File: src/include/dmr_pkg.sv
package dmr_pkg;
   // command encoding {cs_n, ras_n, cas_n, we_n}
   localparam logic [3:0] CMD_NOP      = 4'h7;
   localparam logic [3:0] CMD_DESEL    = 4'h8;
   localparam logic [3:0] CMD_PRE      = 4'h2;
   localparam logic [3:0] CMD_REF      = 4'h1;
   localparam logic [3:0] CMD_MODE     = 4'h0;
   localparam logic [3:0] CMD_READ     = 4'h5;
   localparam logic [3:0] CMD_SREF     = 4'h1;
   localparam int         ADDR_W       = 14;
   localparam int         BANK_W       = 3;
   // bank select of the four configuration registers
   localparam logic [2:0] SEL_BASE     = 3'h0;
   localparam logic [2:0] SEL_EXT1     = 3'h1;
   localparam logic [2:0] SEL_EXT2     = 3'h2;
   localparam logic [2:0] SEL_EXT3     = 3'h3;
   // field positions
   localparam int         BM_BL_LO     = 0;
   localparam int         BM_BT        = 3;
   localparam int         BM_CL_LO     = 4;
   localparam int         BM_TM        = 7;
   localparam int         BM_DLLRST    = 8;
   localparam int         BM_WR_LO     = 9;
   localparam int         E1_DLLDIS    = 0;
   localparam int         E1_DRV       = 1;
   localparam int         E1_RTT0      = 2;
   localparam int         E1_AL_LO     = 3;
   localparam int         E1_RTT1      = 6;
   localparam int         E1_OCD_LO    = 7;
   localparam int         E1_STRB_DIS  = 10;
   localparam int         E1_RSTRB_EN  = 11;
   localparam int         E2_SRF_HT    = 7;
   localparam logic [2:0] OCD_EXIT     = 3'h0;
   localparam logic [2:0] OCD_DEFAULT  = 3'h7;
   localparam logic [2:0] BL_4         = 3'h2;
   localparam logic [2:0] BL_8         = 3'h3;
   localparam int         A13          = 13;
   // timing, waits assume an 80 ns link clock; the bench link clock period is 400 ns
   localparam int         LINK_NS      = 80;
   localparam int         STABLE_US    = 200;
   localparam int         STABLE_CYC   = (STABLE_US * 1000 + LINK_NS - 1) / LINK_NS;
   localparam int         NOP_NS       = 400;
   localparam int         NOP_CYC      = (NOP_NS + LINK_NS - 1) / LINK_NS;
   localparam int         LOCK_CYC     = 200;
   localparam int         MRD_CYC      = 2;
   localparam int         MIN_REF      = 2;
   localparam int         CLK_DIV      = 4;
   localparam int         CORE_NS      = 100;
   localparam int         TCK_NS       = CORE_NS * CLK_DIV;
   // write recovery time is a plain default; set it for the memory in use
   localparam int         WR_NS        = 15;
   localparam int         WR_CYC       = (WR_NS + TCK_NS - 1) / TCK_NS;
   localparam int         CNT_W        = 12;
   // default operating words
   localparam logic [13:0] BASE_OP     = 14'h0632;
   localparam logic [13:0] EXT1_OP     = 14'h0000;
   localparam logic [13:0] EXT2_OP     = 14'h0000;
   localparam logic [13:0] EXT3_OP     = 14'h0000;
endpackage : dmr_pkg

File: src/include/dmr_link_if.sv
`timescale 1ns/10ps
interface dmr_link_if;
   logic       link_clk;
   logic       cke;
   logic [3:0] cmd;
   logic [2:0] bank;
   logic [13:0] addr;
   modport ctrl (output link_clk, output cke, output cmd, output bank, output addr);
   modport mem  (input link_clk, input cke, input cmd, input bank, input addr);
endinterface : dmr_link_if

File: src/core/dmr_ctrl.sv
`timescale 1ns/10ps
// How it works
// - controller holds clock 200 us first
// - nop with cke high 400 ns
// - program extended two then three
// - extended one dll on, ocd zero
// - base write with dll reset
// - precharge, two refreshes, base rewrite
// - ocd default then exit after 200
// - every register programmed before use
// - each write supplies all fields
// - register writes keep array contents
// - writes only precharged, cke high
// - mode command stores address by bank
// - burst length, order, cas latency fields
// - test mode low, dll reset, recovery
// - recovery field rounded up cycles
// - extended one field layout
// - self refresh disables then resets dll
// - 200 clocks lock before read
// - read strobe disables data mask
// - adjust keeps additive latency
// - extended two only bit seven
// - extended three all zero
module dmr_ctrl
   import dmr_pkg::*;
(
   input  wire logic        core_clk_i,
   input  wire logic        rst_b_i,
   input  wire logic        start_i,
   input  wire logic [13:0] base_op_i,
   input  wire logic [13:0] ext1_op_i,
   input  wire logic        srf_ht_i,
   output logic             done_o,
   dmr_link_if.ctrl         link
);
   typedef enum logic [3:0] {
      S_IDLE = 4'h0, S_STABLE = 4'h1, S_NOP = 4'h2, S_PRE1 = 4'h3,
      S_EXT2 = 4'h4, S_EXT3 = 4'h5, S_EXT1 = 4'h6, S_DLLR = 4'h7,
      S_PRE2 = 4'h8, S_REF = 4'h9, S_BASE = 4'ha, S_LOCK = 4'hb,
      S_OCDD = 4'hc, S_OCDX = 4'hd, S_DONE = 4'he
   } dmr_state_t;
   typedef struct packed {
      dmr_state_t  state;
      logic [15:0] cnt;
      logic [1:0]  div;
      logic        lclk;
      logic        cke;
      logic [3:0]  cmd;
      logic [2:0]  bank;
      logic [13:0] addr;
      logic        done;
      logic [1:0]  refs;
      logic [7:0]  since_rst;
      logic [13:0] base_m;
      logic [13:0] base_s;
      logic [13:0] ext1_m;
      logic [13:0] ext1_s;
      logic        srf_m;
      logic        srf_s;
   } dmr_ctrl_t;
   dmr_ctrl_t st_r, st_nxt;
   logic start_s;
   dmr_sync u_sync (.clk_i(core_clk_i), .rst_b_i(rst_b_i), .d_i(start_i), .q_o(start_s));
   // one link cycle is CLK_DIV core cycles; commands change with the falling link edge so
   // the far end samples them settled, half a link period later, at the rising one
   logic edge_w;
   assign edge_w = (st_r.div == 2'(CLK_DIV - 1));
   always_comb begin
      st_nxt      = st_r;
      st_nxt.div  = st_r.div + 2'h1;
      // operating words are quasi-static: two stages, then read only long after start
      // rises, so they must be held steady from start until done
      st_nxt.base_m = base_op_i;
      st_nxt.base_s = st_r.base_m;
      st_nxt.ext1_m = ext1_op_i;
      st_nxt.ext1_s = st_r.ext1_m;
      st_nxt.srf_m  = srf_ht_i;
      st_nxt.srf_s  = st_r.srf_m;
      if (st_r.div == 2'(CLK_DIV / 2 - 1)) st_nxt.lclk = 1'b1;
      if (edge_w) begin
         st_nxt.lclk = 1'b0;
         st_nxt.cmd  = CMD_NOP;
         st_nxt.bank = 3'h0;
         st_nxt.addr = 14'h0000;
         if (st_r.cnt != 16'h0000) st_nxt.cnt = st_r.cnt - 16'h0001;
         if (st_r.since_rst != 8'hff) st_nxt.since_rst = st_r.since_rst + 8'h01;
         unique case (st_r.state)
            S_IDLE: if (start_s) begin
               st_nxt.state = S_STABLE;
               st_nxt.cnt   = 16'(STABLE_CYC);
            end
            S_STABLE: if (st_r.cnt == 16'h0000) begin
               st_nxt.cke   = 1'b1;
               st_nxt.state = S_NOP;
               st_nxt.cnt   = 16'(NOP_CYC);
            end
            S_NOP: if (st_r.cnt == 16'h0000) begin
               st_nxt.cmd      = CMD_PRE;
               st_nxt.addr[10] = 1'b1;
               st_nxt.state    = S_EXT2;
               st_nxt.cnt      = 16'(MRD_CYC);
            end
            S_EXT2: if (st_r.cnt == 16'h0000) begin
               st_nxt.cmd   = CMD_MODE;
               st_nxt.bank  = SEL_EXT2;
               st_nxt.addr  = EXT2_OP;
               st_nxt.addr[E2_SRF_HT] = st_r.srf_s;
               st_nxt.state = S_EXT3;
               st_nxt.cnt   = 16'(MRD_CYC);
            end
            S_EXT3: if (st_r.cnt == 16'h0000) begin
               st_nxt.cmd   = CMD_MODE;
               st_nxt.bank  = SEL_EXT3;
               st_nxt.addr  = EXT3_OP;
               st_nxt.state = S_EXT1;
               st_nxt.cnt   = 16'(MRD_CYC);
            end
            S_EXT1: if (st_r.cnt == 16'h0000) begin
               st_nxt.cmd   = CMD_MODE;
               st_nxt.bank  = SEL_EXT1;
               st_nxt.addr  = st_r.ext1_s;
               st_nxt.addr[E1_DLLDIS] = 1'b0;
               st_nxt.addr[E1_OCD_LO +: 3] = OCD_EXIT;
               st_nxt.addr[A13] = 1'b0;
               st_nxt.state = S_DLLR;
               st_nxt.cnt   = 16'(MRD_CYC);
            end
            S_DLLR: if (st_r.cnt == 16'h0000) begin
               st_nxt.cmd   = CMD_MODE;
               st_nxt.bank  = SEL_BASE;
               st_nxt.addr  = st_r.base_s;
               st_nxt.addr[BM_TM] = 1'b0;
               st_nxt.addr[BM_WR_LO +: 3] = 3'(WR_CYC);
               st_nxt.addr[BM_DLLRST] = 1'b1;
               st_nxt.addr[A13] = 1'b0;
               st_nxt.since_rst = 8'h00;
               st_nxt.state = S_PRE2;
               st_nxt.cnt   = 16'(MRD_CYC);
            end
            S_PRE2: if (st_r.cnt == 16'h0000) begin
               st_nxt.cmd      = CMD_PRE;
               st_nxt.addr[10] = 1'b1;
               st_nxt.refs     = 2'h0;
               st_nxt.state    = S_REF;
               st_nxt.cnt      = 16'(MRD_CYC);
            end
            S_REF: if (st_r.cnt == 16'h0000) begin
               st_nxt.cmd  = CMD_REF;
               st_nxt.refs = st_r.refs + 2'h1;
               st_nxt.cnt  = 16'(MRD_CYC);
               if (st_r.refs == 2'(MIN_REF - 1)) st_nxt.state = S_BASE;
            end
            S_BASE: if (st_r.cnt == 16'h0000) begin
               st_nxt.cmd   = CMD_MODE;
               st_nxt.bank  = SEL_BASE;
               st_nxt.addr  = st_r.base_s;
               st_nxt.addr[BM_TM] = 1'b0;
               st_nxt.addr[BM_DLLRST] = 1'b0;
               st_nxt.addr[BM_WR_LO +: 3] = 3'(WR_CYC);
               st_nxt.addr[A13] = 1'b0;
               st_nxt.state = S_LOCK;
            end
            // wait out the lock time before calibration and reads
            S_LOCK: if (st_r.since_rst >= 8'(LOCK_CYC)) begin
               st_nxt.cmd   = CMD_MODE;
               st_nxt.bank  = SEL_EXT1;
               st_nxt.addr  = st_r.ext1_s;
               st_nxt.addr[E1_DLLDIS] = 1'b0;
               st_nxt.addr[E1_OCD_LO +: 3] = OCD_DEFAULT;
               st_nxt.addr[A13] = 1'b0;
               st_nxt.state = S_OCDD;
               st_nxt.cnt   = 16'(MRD_CYC);
            end
            S_OCDD: if (st_r.cnt == 16'h0000) begin
               st_nxt.cmd   = CMD_MODE;
               st_nxt.bank  = SEL_EXT1;
               st_nxt.addr  = st_r.ext1_s;
               st_nxt.addr[E1_DLLDIS] = 1'b0;
               st_nxt.addr[E1_OCD_LO +: 3] = OCD_EXIT;
               st_nxt.addr[A13] = 1'b0;
               st_nxt.state = S_OCDX;
               st_nxt.cnt   = 16'(MRD_CYC);
            end
            S_OCDX: if (st_r.cnt == 16'h0000) begin
               st_nxt.done  = 1'b1;
               st_nxt.state = S_DONE;
            end
            S_DONE: ;
            default: st_nxt.state = S_IDLE;
         endcase
      end
   end
   always_ff @(posedge core_clk_i or negedge rst_b_i) begin
      if (!rst_b_i) begin
         st_r      <= '0;
         st_r.cmd  <= CMD_NOP;
      end else begin
         st_r <= st_nxt;
      end
   end
   assign link.link_clk = st_r.lclk;
   assign link.cke      = st_r.cke;
   assign link.cmd      = st_r.cmd;
   assign link.bank     = st_r.bank;
   assign link.addr     = st_r.addr;
   assign done_o        = st_r.done;
endmodule : dmr_ctrl

File: src/core/dmr_sync.sv
`timescale 1ns/10ps
module dmr_sync
   import dmr_pkg::*;
(
   input  wire logic clk_i,
   input  wire logic rst_b_i,
   input  wire logic d_i,
   output logic      q_o
);
   logic [1:0] s_r;
   always_ff @(posedge clk_i or negedge rst_b_i) begin
      if (!rst_b_i) begin
         s_r <= 2'h0;
      end else begin
         s_r <= {s_r[0], d_i};
      end
   end
   assign q_o = s_r[1];
endmodule : dmr_sync

File: src/flat_wrapper.sv
// flat-port wrapper written by rule: the top's interface ports become plain ports
module dmr_ctrl_flat import dmr_pkg::*;
  (core_clk_i, rst_b_i, start_i, base_op_i, ext1_op_i, srf_ht_i, done_o, link_link_clk, link_cke, link_cmd, link_bank, link_addr);
  dmr_link_if link_i ();
  input  wire logic core_clk_i;
  input  wire logic rst_b_i;
  input  wire logic start_i;
  input  wire logic [13:0] base_op_i;
  input  wire logic [13:0] ext1_op_i;
  input  wire logic srf_ht_i;
  output logic done_o;
  output wire logic [$bits(link_i.link_clk)-1:0] link_link_clk;
  output wire logic [$bits(link_i.cke)-1:0] link_cke;
  output wire logic [$bits(link_i.cmd)-1:0] link_cmd;
  output wire logic [$bits(link_i.bank)-1:0] link_bank;
  output wire logic [$bits(link_i.addr)-1:0] link_addr;
  assign link_link_clk = link_i.link_clk;
  assign link_cke = link_i.cke;
  assign link_cmd = link_i.cmd;
  assign link_bank = link_i.bank;
  assign link_addr = link_i.addr;
  dmr_ctrl u_core (.core_clk_i(core_clk_i), .rst_b_i(rst_b_i), .start_i(start_i), .base_op_i(base_op_i), .ext1_op_i(ext1_op_i), .srf_ht_i(srf_ht_i), .done_o(done_o), .link(link_i));
endmodule
File: config.mk
export PLATFORM = sky130hd
export DESIGN_NAME = dmr_ctrl_flat
export DESIGN_NICKNAME = d
export VERILOG_FILES = /design/src/include/dmr_pkg.sv /design/src/include/dmr_link_if.sv /design/src/core/dmr_ctrl.sv /design/src/core/dmr_sync.sv /design/src/flat_wrapper.sv
export SDC_FILE = /design/constraint.sdc
export NUM_CORES = 1
export LEC_CHECK = 0
export ABC_AREA = 1
export BUFFER_PORTS_ARGS = -buffer_cell sky130_fd_sc_hd__buf_2
export CELL_PAD_IN_SITES_DETAIL_PLACEMENT = 1
export CELL_PAD_IN_SITES_GLOBAL_PLACEMENT = 1
export CORE_MARGIN = 2
export CORE_UTILIZATION = 49
export CTS_BUF_LIST = sky130_fd_sc_hd__clkbuf_8
export CTS_CLUSTER_DIAMETER = 120
export DETAILED_ROUTE_END_ITERATION = 7
export PLACE_DENSITY_LB_ADDON = 0.1
export RECOVER_POWER = 100
export REMOVE_ABC_BUFFERS = 1
export SYNTH_ARGS = -nofsm -noshare
export SYNTH_HDL_FRONTEND = slang
export SYNTH_SLANG_ARGS = --single-unit
File: constraint.sdc
create_clock -name core_clk_i -period 4.1 [get_ports core_clk_i]
set_input_delay 0.41 -clock core_clk_i [delete_from_list [all_inputs] [get_ports core_clk_i]]
set_output_delay 0.41 -clock core_clk_i [all_outputs]
set_load 0.1 [all_outputs]
[After elaboration in Yosys (flattened, before gate mapping)]
Index checks and enable logic that the tools add are counted.
Word-level totals
  register bits: 112
  input bits: 32
Operators by class
  bitwise logic cells: 1
  muxes and demuxes: 42
  add/sub/neg operators: 4
  order comparisons: 1
  eq/ne operators: 31
  reductions and logical operators: 11
Operator list (count)
  20-bit 2-to-1 mux: 17
  16-bit case mux with 11 select lines: 1
  10-bit case mux with 6 select lines: 1
  4-bit case mux with 14 select lines: 1
  6-bit case mux with 6 select lines: 1
  34-bit 2-to-1 mux: 1
  4-bit case mux with 8 select lines: 1
  4-bit == test (second input constant): 7
  2-bit by 1-bit != test with 1-bit output (second input constant): 13
  8-bit 2-to-1 mux: 3
  4-bit by 3-bit == test with 1-bit output (second input constant): 4
  16-bit logical NOT: 1
  16-bit 2-to-1 mux: 1
  16-bit AND reduction: 1
  16-bit nonzero test: 1
  16-bit by 1-bit subtractor with 16-bit output (second input constant): 1
  4-bit 2-to-1 mux: 3
  8-bit by 1-bit adder with 8-bit output (second input constant): 1
  8-bit greater-or-equal comparator (second input constant): 1
  8-bit != test (second input constant): 1
  1-bit case mux with 7 select lines: 1
  1-bit 2-to-1 mux: 6
  3-bit 2-to-1 mux: 2
  3-bit AND reduction: 2
  13 further kinds: 18

[Logic depth before layout (Yosys ltp)]
  depth after elaboration: 5
  mapped depth: 13

[Modules after synthesis]
Synthesis repeated with hierarchy kept, for this count alone.
Second synthesis, totals
  cell total of the unflattened synthesis: 549
  area total of the unflattened synthesis: 4461.8 um2
Modules (own cells, without submodules)
  dmr_ctrl: times used 1, area an instance 4411.7 um2, cells an instance 547
  dmr_sync: times used 1, area an instance 50.0 um2, cells an instance 2

[Worst setup path before layout]
No wires, ideal clock.
  path kind: register to register
  start point: reg u_core.st_r[94] (netlist name)
  end point: reg u_core.st_r[94] (netlist name)
  buffers on the path: 1
  arrival: 1663 ps
  required time: 3973 ps
  library setup time: 127 ps
  cell stages (with the launch flop): 13
  path slack: 2310 ps
  clock period less this slack: 1790 ps
  path through: dfrtp_1 > inv_1 > ha_1 > nand3_1 > nor2_1 > nand2_2 > buf_6 > ha_1 > inv_1 > nand2_1 > nand2_1 > nor3_1 > a21oi_1
On the way
  word-level cells in the longest chain between the ends: 4
  elaborated cells between the ends (all ways): 16
  classes of those cells: add/sub: 1; mux: 13; reduce/logical: 2
RTL lines
  start, declared: RTL line dmr_ctrl.sv:62  | dmr_ctrl_t st_r, st_nxt;
  start signal, assigned: RTL line dmr_ctrl.sv:199  | st_r <= st_nxt;
  16-bit by 1-bit subtractor with 16-bit output or 16-bit nonzero test (tied branches): RTL line dmr_ctrl.sv:86  | if (st_r.cnt != 16'h0000) st_nxt.cnt = st_r.cnt - 16'h0001;
  16-bit 2-to-1 mux: RTL line dmr_ctrl.sv:86
  20-bit 2-to-1 mux, or another cell as far along: RTL line dmr_ctrl.sv:175  | S_OCDD: if (st_r.cnt == 16'h0000) begin
  16-bit case mux with 11 select lines (*): RTL line dmr_ctrl.sv:88  | unique case (st_r.state)
Every way passes the cells marked *; elsewhere a longest branch is shown, timed or not. The select of a mux whose other input is x is not followed.
A chain may end at the register's enable or synchronous reset.

[Worst setup path in the final report]
  start point: reg u_core.st_r[92] (netlist name)
  end point: reg u_core.st_r[98] (netlist name)
On the way
  word-level cells in the longest chain between the ends: 1
RTL lines
  2-bit == test: RTL line dmr_ctrl.sv:68  | assign edge_w = (st_r.div == 2'(CLK_DIV - 1));
No other way between the ends.

==> run metrics <==
outcome=finished clean; Period Utilization, post-route=66.5%; layer with the highest usage after global routing=met2; worst min-delay path class=primary input to asynchronous set/reset pin; max_slew headroom=7.47%; overall die width=99.0 µm; via count of the first global-routing pass=3777; startpoint of the most critical register-to-register path=u_core.st_r[92]; Final setup violation count=0; Total Routed Length=10400 µm; layout-stage area growth over the synthesis result=6.76%; Required @ worst endpoint=4.33 ns; EDFF count, synth=0; Post-Route Setup TNS=0 ns; via count=3517; start point of the critical path=u_core.st_r[92]; overall fraction of global-route tracks in use=22.9%; Critical Path Fanout Max=33; Critical Path Stages=7; number of antenna violations at the first check in global routing=0; library cell occupying the most area in the post-synthesis netlist=dfrtp_1; post-CTS clock slew at the launch and capture registers of the worst setup and hold paths=0.11 ns; hold buffer count at cts=0; area of combinational cells with multiple inputs=0.00174 mm²; critical path endpoint=u_core.st_r[98]; critical-path cell list=ha_1, buf_4, inv_1, clkbuf_1, nor2_1, xnor2_1, nor2_1; sequential cell area in the final layout=0.00228 mm²; terminus of the critical flop-to-flop path=u_core.st_r[98]; number of gates given a new drive strength after cts=0; sequential share of the synthesized area=51.5%; async set-or-reset flop fraction in the synthesized netlist=100%; buffer cell driving the clock tree root=clkbuf_8; area share of the leading cell type in the synthesized netlist=49.8%; minimum clock period after layout=2.72 ns; number of library cell types mapped by synthesis=39; count of filler cells inserted in the layout=1091; critical path's slowest cell=clkbuf_1; number of setup buffers added after CTS=0; average size of a mapped cell=8.48 µm²; kind of cell with the highest combined delay on the critical path=buffers and inverters; Initial DRC Count=105; prevailing post-synth register cell=dfrtp_1; count of final max-slew check failures=0; Mapped Area=0.00443 mm²; cell seen most often among critical-path stages=nor2_1; num ports=56; Antenna Diode Count=0; standard-cell row count=34; worst path arrival time=2.96 ns; total chip power=2.15 mW; crit end category=flop; RSZ-0062 raised after global routing=no; number of input and output port buffers inserted=41; antenna violation net count after detailed routing=0; leakage dissipation=2.36 nW; timing-limited maximum frequency=0.367 GHz; synth warn=0; pin count of the biggest net entering global routing=66; vertical die dimension=99.0 µm; clock tree from TritonCTS=built; setup slack on the worst flop-to-flop path=1.38 ns; type of the worst setup path=flop to flop; core area=0.00872 mm²; Initial Utilization=50.7%; number of DRC violations after detailed routing=0; slew of the pin with the lowest slew margin=1.39 ns; number of synthesized register bits=91; crit-path max cell delay=0.78 ns; GRT met2 Usage=38.2%; Buf+Inv Stages, Crit Path=3; Longest Clk Path Bufs=2; Peak VDD IR=0.000319 V; wire length of the first global-routing pass=17800 µm; clock latency on the worst-skew pair=0.36 ns; maximum level of the CTS H-tree=3; met3 usage in global routing=4.75%; leading post-synthesis cells by cell area=dfrtp_1 (50%), nand2_1 (11%), nor2_1 (6.2%); Worst Clk Skew=0.0136 ns; layout cells sized above 1=11.4%; startpoint class of the critical path=flop; endpoints failing hold=0; number of instances in the synthesized netlist=522; Routability Congestion=0.889; via density per instance=5.32; final HPWL from detailed placement=7420 µm; net count reported at finish=589; total placed instance area=0.00458 mm²; WL per Instance=15.7 µm; Max Cap Violations=0; number of optimization iterations in the first detailed-route pass=4; worst-case reg-to-reg path depth=7; clk sinks=91; grt ovf=0; global-route track usage on met1=30.8%; total non-filler cell area in the finished layout=0.00472 mm²; full die area=0.00981 mm²; clock buffers created by TritonCTS=9; power density over the cells=454 mW/mm²
[placed cells by master, fill, tap and decap left out, types with 9 or more instances in the layout]
cell type  synthesis  routed
dfrtp_1           88      88
clkbuf_1           7      23
nand2_1          125     127
clkbuf_8           0       9
a21oi_1           21      21
ha_1               9       9
o21ai_0           20      23
nor2_1            73      74
nand3_1           31      31
inv_1             44      44
buf_2              0      19
nand4_1           10      11
[Yosys cell counts, types with 6 or more instances]
library cell / instances
nand2_1: 125
dfrtp_1: 88
nor2_1: 73
inv_1: 44
nand3_1: 31
buf_4: 22
a21oi_1: 21
o21ai_0: 20
nand4_1: 10
ha_1: 9
a21o_1: 8
nor2_2: 8
clkbuf_1: 7
nand2_2: 6
[area by class of cell]
cell class	count	area share [%]
Clock inverter	7	1.46
Inverter	48	3.81
Sequential cell	91	48.3
Tap cell	108	2.86
Timing Repair Buffer	44	4.16
Multi-Input combinational cell	354	36.8
Clock buffer	9	2.62
[report_power, final]
part	switching, mW	total (mW)	internal (mW)
Combinational	0.321	0.482	0.161
Clock	0.366	0.603	0.236
Sequential	0.0899	1.06	0.971
[per-layer routing]
layer	share of wire [%]	vias to the layer above	wire [µm]
met3	3.1	13	325
met2	48	59	4980
met5	0	-	0
li1	-	1708	-
met1	48	1737	4940
met4	1.2	0	125
[worst min-delay path by stage]
stage | endpoint
CTS | u_core.st_nxt[35]
floorplan | u_core.done_o
global route | u_core.st_nxt[35]
global placement | u_core.st_r[8]
detailed placement | u_core.st_r[0]
finish | u_core.link.bank[1]
[stage by stage]
step	worst slack, ns	hold slack [ns]	instances	utilization (%)
after global routing	1.10	0.126	661	54.2
final	1.38	0.125	661	54.2
after floorplan	1.71	0.114	493	-
after global placement	1.93	0.332	645	52.6
after CTS	1.87	0.133	661	54.8
after detailed placement	1.90	0.336	645	52.6
[logic make-up (layout without fill, tap and decap cells)]
group	count (synthesis)	in the layout	share of synthesized area, %
AOI/OAI and AO/OA	70	70	9.53
and+or+nand+nor	266	266	26.2
other	1	3	0.0847
xor gates and xnor gates	6	6	1.19
DFF	91	91	51.5
adders and majority gates	9	9	2.54
buffers and inverters	79	108	8.91
[state kept, by name, summed over array words and instances (netlist names)]
name / count
u_core.st_r: 50
u_core.st_nxt: 18
u_core.link.addr: 13
u_core.link.cmd: 3
u_core.link.bank: 2
u_core.u_sync.s_r: 2
u_core.done_o: 1
u_core.link.cke: 1
u_core.link.link_clk: 1
No activity file was read; power rests on OpenSTA's default activity.
